$ cat src/include/gyro_sync_pkg.sv
// Constants and types shared by the rate sensor sync and mode controller
package gyro_sync_pkg;
    localparam int unsigned CLK_HZ = 100_000_000;
    localparam int unsigned CLK_PERIOD_NS = 10;
    // Internal sampling at 2000 samples/s
    localparam int unsigned INT_RATE_SPS = 2000;
    localparam int unsigned SAMPLE_PERIOD_NS = 1_000_000_000 / INT_RATE_SPS;
    localparam int unsigned SAMPLE_CYCLES_DEF = SAMPLE_PERIOD_NS / CLK_PERIOD_NS;
    // Reference settle time and start-up stabilisation time
    localparam int unsigned SETTLE_US = 100;
    localparam int unsigned SETTLE_CYCLES_DEF = SETTLE_US * 1000 / CLK_PERIOD_NS;
    localparam int unsigned STARTUP_MS = 10;
    localparam int unsigned STARTUP_CYCLES_DEF = STARTUP_MS * 1_000_000 / CLK_PERIOD_NS;
    // Serial bit rate, rounded down to whole clock cycles
    localparam int unsigned BAUD_RATE = 921_600;
    localparam int unsigned BIT_CYCLES_DEF = CLK_HZ / BAUD_RATE;
    // Byte frame: start, eight data bits, stop
    localparam logic [3:0] FRAME_BITS = 4'hA;
    localparam logic [3:0] FRAME_LAST = 4'h9;
    localparam logic START_BIT = 1'b0;
    localparam logic STOP_BIT = 1'b1;
    localparam logic [9:0] LINE_IDLE = 10'h3FF;
    localparam logic [3:0] DIV_ZERO = 4'h0;
    localparam logic [31:0] CNT_ZERO = 32'h0;
    localparam logic [31:0] CNT_ONE = 32'h1;

    typedef enum logic [1:0] {
        DG_MEAS = 2'b00,
        DG_PART = 2'b01,
        DG_SERIAL = 2'b10,
        DG_CONFIG = 2'b11
    } dg_kind_type;

    typedef enum logic [2:0] {
        M_SETTLE = 3'b000,
        M_SYNC = 3'b001,
        M_SEND = 3'b010,
        M_NORMAL = 3'b011,
        M_SERVICE = 3'b100
    } mode_type;
endpackage

$ cat src/rtl/gyro_sync_ctrl.sv
// Sync, trigger, validity strobe and operating mode control of the rate sensor
////////////////////////////////////////////////////////////////////////////////
module gyro_sync_ctrl
    import gyro_sync_pkg::*;
#(
    parameter int unsigned SAMPLE_CYCLES = SAMPLE_CYCLES_DEF,
    parameter int unsigned SETTLE_CYCLES = SETTLE_CYCLES_DEF,
    parameter int unsigned STARTUP_CYCLES = STARTUP_CYCLES_DEF,
    parameter int unsigned BIT_CYCLES = BIT_CYCLES_DEF
) (
    input wire logic clk_sys,
    input wire logic rstn,
    input wire logic reset_pin_low,
    input wire logic sample_request_in,
    input wire logic trig_mode,
    input wire logic [3:0] sample_div,
    input wire logic cmd_reset,
    input wire logic cmd_service,
    input wire logic svc_exit_init,
    input wire logic svc_exit_normal,
    input wire logic req_valid,
    input wire logic [1:0] req_kind,
    input wire logic [7:0] tx_data,
    input wire logic tx_valid,
    input wire logic tx_last,
    output logic tx_ready,
    output logic tx_out,
    output logic dg_start,
    output logic [1:0] dg_kind,
    output logic dg_special,
    output logic chan_sync,
    output logic normal_mode,
    output logic startup_flag,
    output logic [31:0] latency_out,
    output logic validity_strobe,
    output logic factory_test_out
);

    ////////////////////////////////////////////////////////////////////////////
    // Pin synchronisers; reset value high matches the internal pull-ups
    logic rst_s1_ff, rst_s2_ff;
    logic trig_s1_ff, trig_s2_ff, trig_d_ff;

    always_ff @(posedge clk_sys) begin
        if (!rstn) begin
            rst_s1_ff <= 1'b1;
            rst_s2_ff <= 1'b1;
            trig_s1_ff <= 1'b1;
            trig_s2_ff <= 1'b1;
            trig_d_ff <= 1'b1;
        end else begin
            rst_s1_ff <= reset_pin_low;
            rst_s2_ff <= rst_s1_ff;
            trig_s1_ff <= sample_request_in;
            trig_s2_ff <= trig_s1_ff;
            trig_d_ff <= trig_s2_ff;
        end
    end

    // Controller reset: system reset or a low reset pin
    wire ctl_rst = !rstn || !rst_s2_ff;
    wire trig_fall = trig_d_ff && !trig_s2_ff;

    ////////////////////////////////////////////////////////////////////////////
    // State
    mode_type mode_ff, nxt_mode;
    logic [31:0] tmr_ff, samp_cnt_ff, latency_ff;
    logic [3:0] div_cnt_ff;
    logic startup_ff, dg_active_ff, dg_start_ff, strobe_ff;
    logic pend_ff;
    dg_kind_type pend_kind_ff, init_kind_ff, dg_kind_ff;
    logic [9:0] shift_ff;
    logic [3:0] bit_ff;
    logic [31:0] baud_ff;
    logic ser_busy_ff, last_ff;

    ////////////////////////////////////////////////////////////////////////////
    // Decode
    wire in_normal = mode_ff == M_NORMAL;
    wire samp_tick = samp_cnt_ff == SAMPLE_CYCLES - 1;
    wire half_tick = samp_cnt_ff == SAMPLE_CYCLES / 2;
    wire div_hit = div_cnt_ff == sample_div;
    wire bit_end = ser_busy_ff && baud_ff == BIT_CYCLES - 1;
    wire byte_end = bit_end && bit_ff == FRAME_LAST;
    wire dg_done = byte_end && last_ff;
    wire byte_take = tx_valid && tx_ready;
    wire settle_done = tmr_ff == SETTLE_CYCLES - 1;
    wire startup_done = tmr_ff == STARTUP_CYCLES - 1;

    // Datagram start sources
    wire init_go = mode_ff == M_SEND && !dg_active_ff;
    wire free_go = in_normal && !trig_mode && samp_tick && div_hit && !dg_active_ff;
    wire trig_go = in_normal && trig_mode && trig_fall && !dg_active_ff;
    wire start_dg = init_go || free_go || trig_go;
    wire last_init = mode_ff == M_SEND && dg_done && init_kind_ff == DG_CONFIG;

    // A pending special request takes the place of the measurement datagram
    dg_kind_type start_kind;
    assign start_kind = init_go ? init_kind_ff : (pend_ff ? pend_kind_ff : DG_MEAS);

    // Next mode
    always_comb begin
        nxt_mode = mode_ff;
        unique case (mode_ff)
            M_SETTLE: if (settle_done) nxt_mode = M_SYNC;
            M_SYNC: nxt_mode = M_SEND;
            M_SEND: if (last_init) nxt_mode = M_NORMAL;
            M_NORMAL: begin
                if (cmd_reset) begin
                    nxt_mode = M_SETTLE;
                end else if (cmd_service) begin
                    nxt_mode = M_SERVICE;
                end
            end
            M_SERVICE: begin
                if (svc_exit_init) begin
                    nxt_mode = M_SETTLE;
                end else if (svc_exit_normal) begin
                    nxt_mode = M_NORMAL;
                end
            end
            default: nxt_mode = M_SETTLE;
        endcase
    end

    wire to_init = nxt_mode == M_SETTLE && mode_ff != M_SETTLE;

    ////////////////////////////////////////////////////////////////////////////
    // Mode, timers and start-up flag
    always_ff @(posedge clk_sys) begin
        if (ctl_rst) begin
            mode_ff <= M_SETTLE;
            tmr_ff <= CNT_ZERO;
            startup_ff <= 1'b0;
        end else begin
            mode_ff <= nxt_mode;
            if (mode_ff != nxt_mode) begin
                tmr_ff <= CNT_ZERO;
            end else if (mode_ff == M_SETTLE || startup_ff) begin
                tmr_ff <= tmr_ff + CNT_ONE;
            end
            if (last_init) begin
                startup_ff <= 1'b1;
            end else if (mode_ff == M_SERVICE || (startup_ff && startup_done)) begin
                startup_ff <= 1'b0;
            end
        end
    end

    ////////////////////////////////////////////////////////////////////////////
    // Internal sample clock keeps running in every normal configuration
    always_ff @(posedge clk_sys) begin
        if (ctl_rst) begin
            samp_cnt_ff <= CNT_ZERO;
            div_cnt_ff <= DIV_ZERO;
            latency_ff <= CNT_ZERO;
        end else begin
            samp_cnt_ff <= samp_tick ? CNT_ZERO : samp_cnt_ff + CNT_ONE;
            if (samp_tick) begin
                div_cnt_ff <= div_hit ? DIV_ZERO : div_cnt_ff + 4'h1;
            end
            if (trig_go) begin
                latency_ff <= samp_cnt_ff;
            end
        end
    end

    ////////////////////////////////////////////////////////////////////////////
    // Special datagram requests and datagram sequencing
    always_ff @(posedge clk_sys) begin
        if (ctl_rst) begin
            pend_ff <= 1'b0;
            pend_kind_ff <= DG_MEAS;
            init_kind_ff <= DG_PART;
            dg_active_ff <= 1'b0;
            dg_start_ff <= 1'b0;
            dg_kind_ff <= DG_MEAS;
        end else begin
            // A new request in the consuming cycle stays pending
            if (in_normal && req_valid) begin
                pend_ff <= 1'b1;
                pend_kind_ff <= dg_kind_type'(req_kind);
            end else if (start_dg && !init_go) begin
                pend_ff <= 1'b0;
            end
            if (mode_ff == M_SYNC) begin
                init_kind_ff <= DG_PART;
            end else if (mode_ff == M_SEND && dg_done && init_kind_ff != DG_CONFIG) begin
                init_kind_ff <= dg_kind_type'(init_kind_ff + 2'b01);
            end
            if (to_init) begin
                dg_active_ff <= 1'b0;
            end else if (start_dg) begin
                dg_active_ff <= 1'b1;
            end else if (dg_done) begin
                dg_active_ff <= 1'b0;
            end
            dg_start_ff <= start_dg;
            if (start_dg) begin
                dg_kind_ff <= start_kind;
            end
        end
    end

    ////////////////////////////////////////////////////////////////////////////
    // Byte serialiser; the last byte's stop bit marks datagram end
    always_ff @(posedge clk_sys) begin
        if (ctl_rst) begin
            shift_ff <= LINE_IDLE;
            bit_ff <= DIV_ZERO;
            baud_ff <= CNT_ZERO;
            ser_busy_ff <= 1'b0;
            last_ff <= 1'b0;
        end else if (byte_take) begin
            shift_ff <= {STOP_BIT, tx_data, START_BIT};
            bit_ff <= DIV_ZERO;
            baud_ff <= CNT_ZERO;
            ser_busy_ff <= 1'b1;
            last_ff <= tx_last;
        end else if (bit_end) begin
            shift_ff <= {STOP_BIT, shift_ff[9:1]};
            baud_ff <= CNT_ZERO;
            bit_ff <= bit_ff + 4'h1;
            if (byte_end) begin
                ser_busy_ff <= 1'b0;
                last_ff <= 1'b0;
            end
        end else if (ser_busy_ff) begin
            baud_ff <= baud_ff + CNT_ONE;
        end
    end

    ////////////////////////////////////////////////////////////////////////////
    // Validity strobe
    // Trigger configuration: plain half-period sync pulse, not a send marker
    always_ff @(posedge clk_sys) begin
        if (ctl_rst) begin
            strobe_ff <= 1'b1;
        end else if (in_normal && trig_mode) begin
            if (samp_tick) begin
                strobe_ff <= 1'b0;
            end else if (half_tick) begin
                strobe_ff <= 1'b1;
            end
        end else if (start_dg) begin
            strobe_ff <= 1'b0;
        end else if (dg_done) begin
            strobe_ff <= 1'b1;
        end
    end

    ////////////////////////////////////////////////////////////////////////////
    // Outputs
    assign tx_ready = dg_active_ff && !ser_busy_ff;
    assign tx_out = shift_ff[0];
    assign dg_start = dg_start_ff;
    assign dg_kind = dg_kind_ff;
    assign dg_special = dg_kind_ff != DG_MEAS;
    assign chan_sync = mode_ff == M_SYNC;
    assign normal_mode = in_normal;
    assign startup_flag = startup_ff;
    assign latency_out = latency_ff;
    assign validity_strobe = strobe_ff;
    // Test pin is never driven active in the field
    assign factory_test_out = 1'b0;
endmodule

$ cat config.mk
export PLATFORM = sky130hd
export DESIGN_NAME = gyro_sync_ctrl
export DESIGN_NICKNAME = d
export VERILOG_FILES = /design/src/include/gyro_sync_pkg.sv /design/src/rtl/gyro_sync_ctrl.sv
export SDC_FILE = /design/constraint.sdc
export NUM_CORES = 1
export LEC_CHECK = 0
export BUFFER_PORTS_ARGS = -buffer_cell sky130_fd_sc_hd__buf_4
export CAP_MARGIN = 0
export CORE_MARGIN = 2
export CORE_UTILIZATION = 55
export DETAILED_ROUTE_END_ITERATION = 10
export PLACE_DENSITY = 0.74
export SLEW_MARGIN = 25
export SYNTH_ARGS = -nofsm -noshare
export SYNTH_HDL_FRONTEND = slang
export SYNTH_SLANG_ARGS = --single-unit
$ cat constraint.sdc
create_clock -name clk_sys -period 3.2 [get_ports clk_sys]
set_input_delay 0.64 -clock clk_sys [delete_from_list [all_inputs] [get_ports clk_sys]]
set_output_delay 0.64 -clock clk_sys [all_outputs]
set_load 0.02 [all_outputs]
Word-level counts from Yosys, hierarchy flattened. Cells that the tools add are included.

Flip-flop bits (word level): 166. Output and inout port bits: 43.

Add/sub/neg operators: 6. Equal/unequal tests: 15. Muxes and demuxes: 27. Reductions and logical operators: 51.

Operator list (count): adder 32 x 1 -> 32 bit, second input constant (3); equality test 32 x 14 -> 1 bit, second input constant (1); equality test 32 x 15 -> 1 bit, second input constant (1); equality test 32 x 16 -> 1 bit, second input constant (1); equality test 32 x 20 -> 1 bit, second input constant (1); equality test 32 x 7 -> 1 bit, second input constant (1); logical AND 1 bit (21); 2-to-1 mux 3 bit (6); 2-to-1 mux 9 bit (2); 2-to-1 mux 1 bit (15); one-hot mux 3 bit (5 select lines) (1); nonzero test 2 bit (6); OR reduction 2 bit (5); adder 4 x 1 -> 4 bit, second input constant (2); zero test 1 bit (7); equality test 3 x 2 -> 1 bit, second input constant (2); zero test 3 bit (2); nonzero test 3 bit (2); logical OR 1 bit (5); equality test 4 bit (1); equality test 4 bit, second input constant (1); 2-to-1 mux 2 bit (2); 2-to-1 mux 4 bit (1); AND reduction 2 bit (2); other kinds (8) (8).

Longest topological paths before layout. Gate-level depths: netlist of run 1.

Word-level depth: 11. Gate-level depth with buffers: 8. Mapped depth without buffers: 7.

Worst setup path before layout of run 1. OpenSTA, ideal clock, no wires.

Kind: register to register. Start: reg samp_cnt_ff[0]. End: reg div_cnt_ff[3]. Library setup time: 0.070 ns. Data arrival time: 2.182 ns. Data required time: 3.130 ns. Setup slack: 0.947 ns. Cell stages (with the launch flop): 7. Period minus slack after synthesis: 2.253 ns. Path through: dfxtp_1 > ha_1 > nand3_1 > or4_4 > or3_1 > or4_1 > a21oi_1.

Word-level cells in the longest chain between the ends: 1.

Ends and longest elaborated chain: start: declaration (RTL line gyro_sync_ctrl.sv:67) `logic [31:0] tmr_ff, samp_cnt_ff, latency_ff;`; start signal: assignment (RTL line gyro_sync_ctrl.sv:158) `samp_cnt_ff <= samp_tick ? CNT_ZERO : samp_cnt_ff + CNT_ONE;`; equality test 32 x 16 -> 1 bit (RTL line gyro_sync_ctrl.sv:80) `wire samp_tick = samp_cnt_ff == SAMPLE_CYCLES - 1;`; end signal: assignment (RTL line gyro_sync_ctrl.sv:160) `div_cnt_ff <= div_hit ? DIV_ZERO : div_cnt_ff + 4'h1;`; end: declaration (RTL line gyro_sync_ctrl.sv:68) `logic [3:0] div_cnt_ff;`.

No other way between the ends. A chain may end at the register's enable or synchronous reset.

Final worst setup path of run 1. Same ends and word-level chain as after synthesis.

==> results of run 1 <==
-- cell type report --
| type | count | area share (%) |
|---|---|---|
| Multi-Input combinational cell | 662 | 44.0 |
| Clock inverter | 10 | 1.76 |
| Timing Repair Buffer | 85 | 7.35 |
| Tap cell | 176 | 2.54 |
| Sequential cell | 166 | 38.3 |
| Inverter | 18 | 0.779 |
| Clock buffer | 22 | 5.23 |
-- how the worst max path moves through the flow --
stage | endpoint | slack [ps] | depth (start not counted)
finish | div_cnt_ff[3]$_SDFFE_PP0N_ | 610 | 6
global route | div_cnt_ff[3]$_SDFFE_PP0N_ | 460 | 6
CTS | div_cnt_ff[3]$_SDFFE_PP0N_ | 630 | 6
detailed placement | div_cnt_ff[3]$_SDFFE_PP0N_ | 660 | 6
global placement | div_cnt_ff[3]$_SDFFE_PP0N_ | 700 | 6
floorplan | div_cnt_ff[3]$_SDFFE_PP0N_ | 950 | 6
-- per-layer routing --
metal	up-vias	GRT usage, %	part of all wire (%)	wire [microns]
met5	-	0	0	0
met2	130	36.6	45	7360
met3	21	5.75	4.9	802
li1	3213	-	-	-
met4	0	7.72	1.3	205
met1	3030	32.5	49	8000
-- power by group --
group	switching [mW]	internal, mW	total (mW)
logic	0.0675	0.0419	0.109
clock network	0.793	1.32	2.11
registers	0.00744	2.08	2.08
-- placed cells by master (no fill, tap or decap), types with 5 or more instances in the layout --
cell and instances:
clkinv_2 5, nand2b_1 10, nand4_1 34, and3_1 16
nand3_1 53, or3_1 12, a31oi_1 9, xor2_1 57
and2_1 11, nand2_1 121, ha_1 8, dfxtp_1 166
nor3_1 25, buf_4 85, clkbuf_16 17, o211ai_1 6
xnor2_1 40, or4_1 6, a21oi_1 85, nor2_1 84
inv_1 17, o21ai_0 15, nor4_1 27
-- sequential cells by signal (all words and copies together), names as in the netlist, 2 cells and up --
register	flops
baud_ff	32
bit_ff	4
dg_kind	2
div_cnt_ff	4
init_kind_ff	2
latency_out	32
mode_ff	3
pend_kind_ff	2
samp_cnt_ff	32
shift_ff	9
tmr_ff	32
-- metrics by stage --
step | instance area (sq um) | std cells | hold WS [ps] | utilization (%) | total power [mW]
finish | 8680 | 1139 | 400 | 65.8 | 4.30
detailed placement | 8070 | 1107 | 395 | 61.2 | 2.24
global route | 8680 | 1139 | 385 | 65.8 | 4.44
global placement | 8070 | 1107 | 388 | 61.2 | 2.24
CTS | 8680 | 1139 | 386 | 65.8 | 4.33
floorplan | 7400 | 892 | 386 | - | 2.19
-- cell families after synthesis --
family / count (synthesis) / synth area share, %
AO/OA/AOI/OAI: 124 / 9.36
XOR/XNOR: 97 / 11.5
adder cells (fa/ha/maj): 8 / 1.35
buffers and inverters: 64 / 3.55
flip-flops: 166 / 44.9
multiplexers: 4 / 0.541
other: 1 / 0.0507
AND/OR/NAND/NOR: 428 / 28.8
-- worst max-delay path, cell delays in order, from the launching register on --
cell     delay, ps
dfxtp_1        410
ha_1           230
nand3_1        130
or4_4          580
or3_1          490
or4_1          550
a21oi_1        140
==> results.cfg, run 1 <==
[cts]
cts_tree = done
cts_hold_buf = 0
clock_path_buffers = 2
clk_pin_slew_ps = 60
clk_latency_ps = 420
cts_resized = 0
cts_setup_buffers = 0
cts_buffers = 17
cts-root-buf = clkbuf_16
cts_max_level = 4
clock-sinks = 166

[global_route]
track_usage_pct = 23.7
grt_pass1_vias = 5915
grt_pass1_wl_microns = 27700
grt_max_degree = 36
grt_overflow_total = 0
antenna_found_initial = 0

[sta]
relSlewSlack_pct = 53.5
finalHoldViolations = 0
timing.final.ws_setup_ps = 612
maxSlewViolCount = 0
setup_tns_ps = 0
period_needed_ps = 2590
rsz0062_at_grt = false
finalCritPeriodShare_pct = 80.9
skew_ps = 8.89
fmax_ghz = 0.386
tightest_slew_ps = 692
finalSetupViolCount = 0

[outcome]
outcome = finished clean

[synthesis]
post-synth-top-count-cell = dfxtp_1
synth_nets = 926
synthTopCellsByCount = dfxtp_1, nand2_1, a21oi_1, nor2_1, xor2_1
synth_edf_count = 0
ys_seq_area_share_pct = 44.9
synth_area_per_cell_sq_um = 8.30
synth_top_area_share_pct = 44.9
synthTopCellsByArea = dfxtp_1, xor2_1, nand2_1, a21oi_1, xnor2_1
synth_seq_cells = 166
syn_area_sq_um = 7400
yosys_warnings = 0
synth_flop_cell = dfxtp_1
yosysUniqueCellTypes = 48
netlist_instances = 892
yosysTopAreaCell = dfxtp_1
async_flop_share_pct = 0

[worst_setup_path]
crit_fanout = 12
cp-start-kind = flop
regToRegStartpoint = samp_cnt_ff[0]$_SDFF_PP0_
critPathKind = reg2reg
critical_path.startpoint = samp_cnt_ff[0]$_SDFF_PP0_
critPathArrivalTime_ps = 2940
required_ps = 3550
end_kind = flop
r2r-end = div_cnt_ff[3]$_SDFFE_PP0N_
r2r_cells = 6
regToRegSetupSlack_ps = 610

[power]
power.density_nw_per_um2 = 496
ir_drop_mv = 0.494
p_leak_nw = 3.09

[floorplanning]
start_util_pct = 56.1
core_area_sq_um = 13200
die_h_microns = 120
die_x_microns = 120
row_count = 42
num_io_pins = 69
die_area_sq_um = 14400

[route]
drc = 0
wl_per_cell_microns = 14.4
ant_nets = 0
totalWireLength_microns = 16400
avgViaCountPerCell = 5.61
vias = 6394
drt-pass1-iter-count = 5
drt_iter0_drc = 532

[placed_design]
place.port_buffers = 67
pre_cts_slack_ps = 664
hpwl_microns = 11200
place_congestion = 0.866

[cells_and_area]
diodes = 0
drive_above_1_share_pct = 12.9
fin_nets = 984
register_area_sq_um = 3320
area_growth_pct = 17.2
fillers = 1147
multi_input_area_sq_um = 3820

[worst_hold_path]
hold-path-cell-count = 2
min-delay-start = sample_request_in
hold_path.class = in2reg
hold_end = trig_s1_ff$_SDFF_PN1_

[job]
maxCapViolCount = 0
Power figures use the tool's default switching activity.
==> run 2: changes to the inputs <==
- CORE_UTILIZATION: 55 -> 53
- clock period: 3.2 -> 2.2 ns (I/O delays scaled with it)
==> run 2 against run 1 <==
Effect of this change: combinational power increased by 81%; the flow now finishes with violations (setup timing); largest power group unchanged; final area increased by 7.6%; critical endpoint is now tmr_ff[3]$_SDFFE_PP0P_; power increased by 53%; first-iteration DRC count decreased by 29%; wire length increased by 7.2%.
==> results.cfg, run 2 (synthesized netlist as in run 1, its figures left out) <==
[power]
ir_drop_mv = 0.503
power.density_nw_per_um2 = 706
p_leak_nw = 3.45
p_clk_share_pct = 51.1
switching_share_pct = 20.3
internal_power_mw = 5.25
p_seq_share_pct = 45.9
power_mw = 6.59
power_frac_comb_pct = 3.0
p_sw_mw = 1.34

[sta]
finalCritPeriodShare_pct = 100
relSlewSlack_pct = 63.8
skew_ps = 10.5
timing.final.ws_setup_ps = -10.8
finalSetupViolCount = 3
tightest_slew_ps = 540
period_needed_ps = 2210
finalHoldViolations = 0
maxSlewViolCount = 0
rsz0062_at_grt = true
timing.hold.ws_ps = 182
fmax_ghz = 0.452
setup_tns_ps = -18.8

[route]
totalWireLength_microns = 17500
wl_per_cell_microns = 14.7
drt_iter0_drc = 380
drc = 0
avgViaCountPerCell = 5.60
drt-pass1-iter-count = 5
vias = 6682
ant_nets = 0

[global_route]
grt_pass1_vias = 6261
grt_max_degree = 33
antenna_found_initial = 0
track_usage_pct = 23.9
grt_overflow_total = 0
grt_pass1_wl_microns = 28600

[floorplanning]
core_area_sq_um = 13800
die_area_sq_um = 14900
num_io_pins = 69
start_util_pct = 53.8
row_count = 43
die_h_microns = 122
die_x_microns = 122

[cells_and_area]
drive_above_1_share_pct = 19.6
stdcell_count = 1194
fin_nets = 1036
register_area_sq_um = 3330
fin_area_sq_um = 9340
multi_input_area_sq_um = 3940
final_common_cell = dfxtp_1
mostFrequentLayoutCells = dfxtp_1, buf_4, nand2_1
area_growth_pct = 26.1
fillers = 1148
utilization_pct = 67.8
diodes = 0

[placed_design]
hpwl_microns = 11800
pre_cts_slack_ps = -52.4
placed_area_sq_um = 8500
place_congestion = 0.859
place.port_buffers = 67
dp.cells = 1158

[cts]
cts_hold_buf = 0
clock_path_buffers = 2
cts_tree = done
cts_buffers = 17
cts-root-buf = clkbuf_16
cts_max_level = 4
clock-sinks = 166
clk_latency_ps = 440
clk_pin_slew_ps = 60

[worst_hold_path]
hold_path.class = in2reg
hold-path-cell-count = 2

[outcome]
violations = setup timing
outcome = finished with violations

[job]
maxCapViolCount = 0

[worst_setup_path]
required_ps = 2510
critPathKind = reg2reg
cp-start-kind = flop
end_kind = flop
r2r_cells = 8
critPathArrivalTime_ps = 2520
crit_fanout = 16
run 2: what timing repair did:
action	in CTS	in global routing
gates resized for setup	6	17
setup buffers	0	2
cloned	0	3
endpoints found under the setup margin	38	92
pin swaps	2	8
run 2: power by group through the flow:
stage                     sequential (mW)  clock (mW)  combinational [mW]
after floorplan                      3.09           0              0.0871
after global placement               3.09           0               0.178
after detailed placement             3.09           0               0.178
after CTS                            3.03        3.39               0.180
after global routing                 3.03        3.52               0.211
final                                3.03        3.37               0.197
run 2: final cells by class:
| type | count | share of cell area (%) |
|---|---|---|
| multi-input combinational | 662 | 42.1 |
| sequential | 166 | 35.6 |
| timing repair buffer | 137 | 11.9 |
| clock buffer | 18 | 4.70 |
| clock inverter | 13 | 2.44 |
| tap | 180 | 2.41 |
| inverter | 18 | 0.724 |
run 2: worst paths after layout:
kind	from	end	slack, ps
worst max-delay path	baud_ff[0]$_SDFFE_PP0P_	tmr_ff[3]$_SDFFE_PP0P_	-10
worst min-delay path	sample_request_in	trig_s1_ff$_SDFF_PN1_	180
worst max register to register	baud_ff[0]$_SDFFE_PP0P_	tmr_ff[3]$_SDFFE_PP0P_	-10
worst min register to register	trig_s1_ff$_SDFF_PN1_	trig_s2_ff$_SDFF_PN1_	410
run 2: worst max-delay path, stage by stage, from the launching register on:
cell      delay (ps)
dfxtp_1          330
ha_1             170
nor4bb_2         310
nand4_1          210
or4b_4           550
nand4_1          110
buf_4            160
buf_12           150
a21oi_1           80
run 2: routing by layer:
metal	routed length [microns]	GRT usage (%)
met1	8260	32.1
met2	8000	38.0
met3	911	4.68
met4	362	9.41
met5	0	0
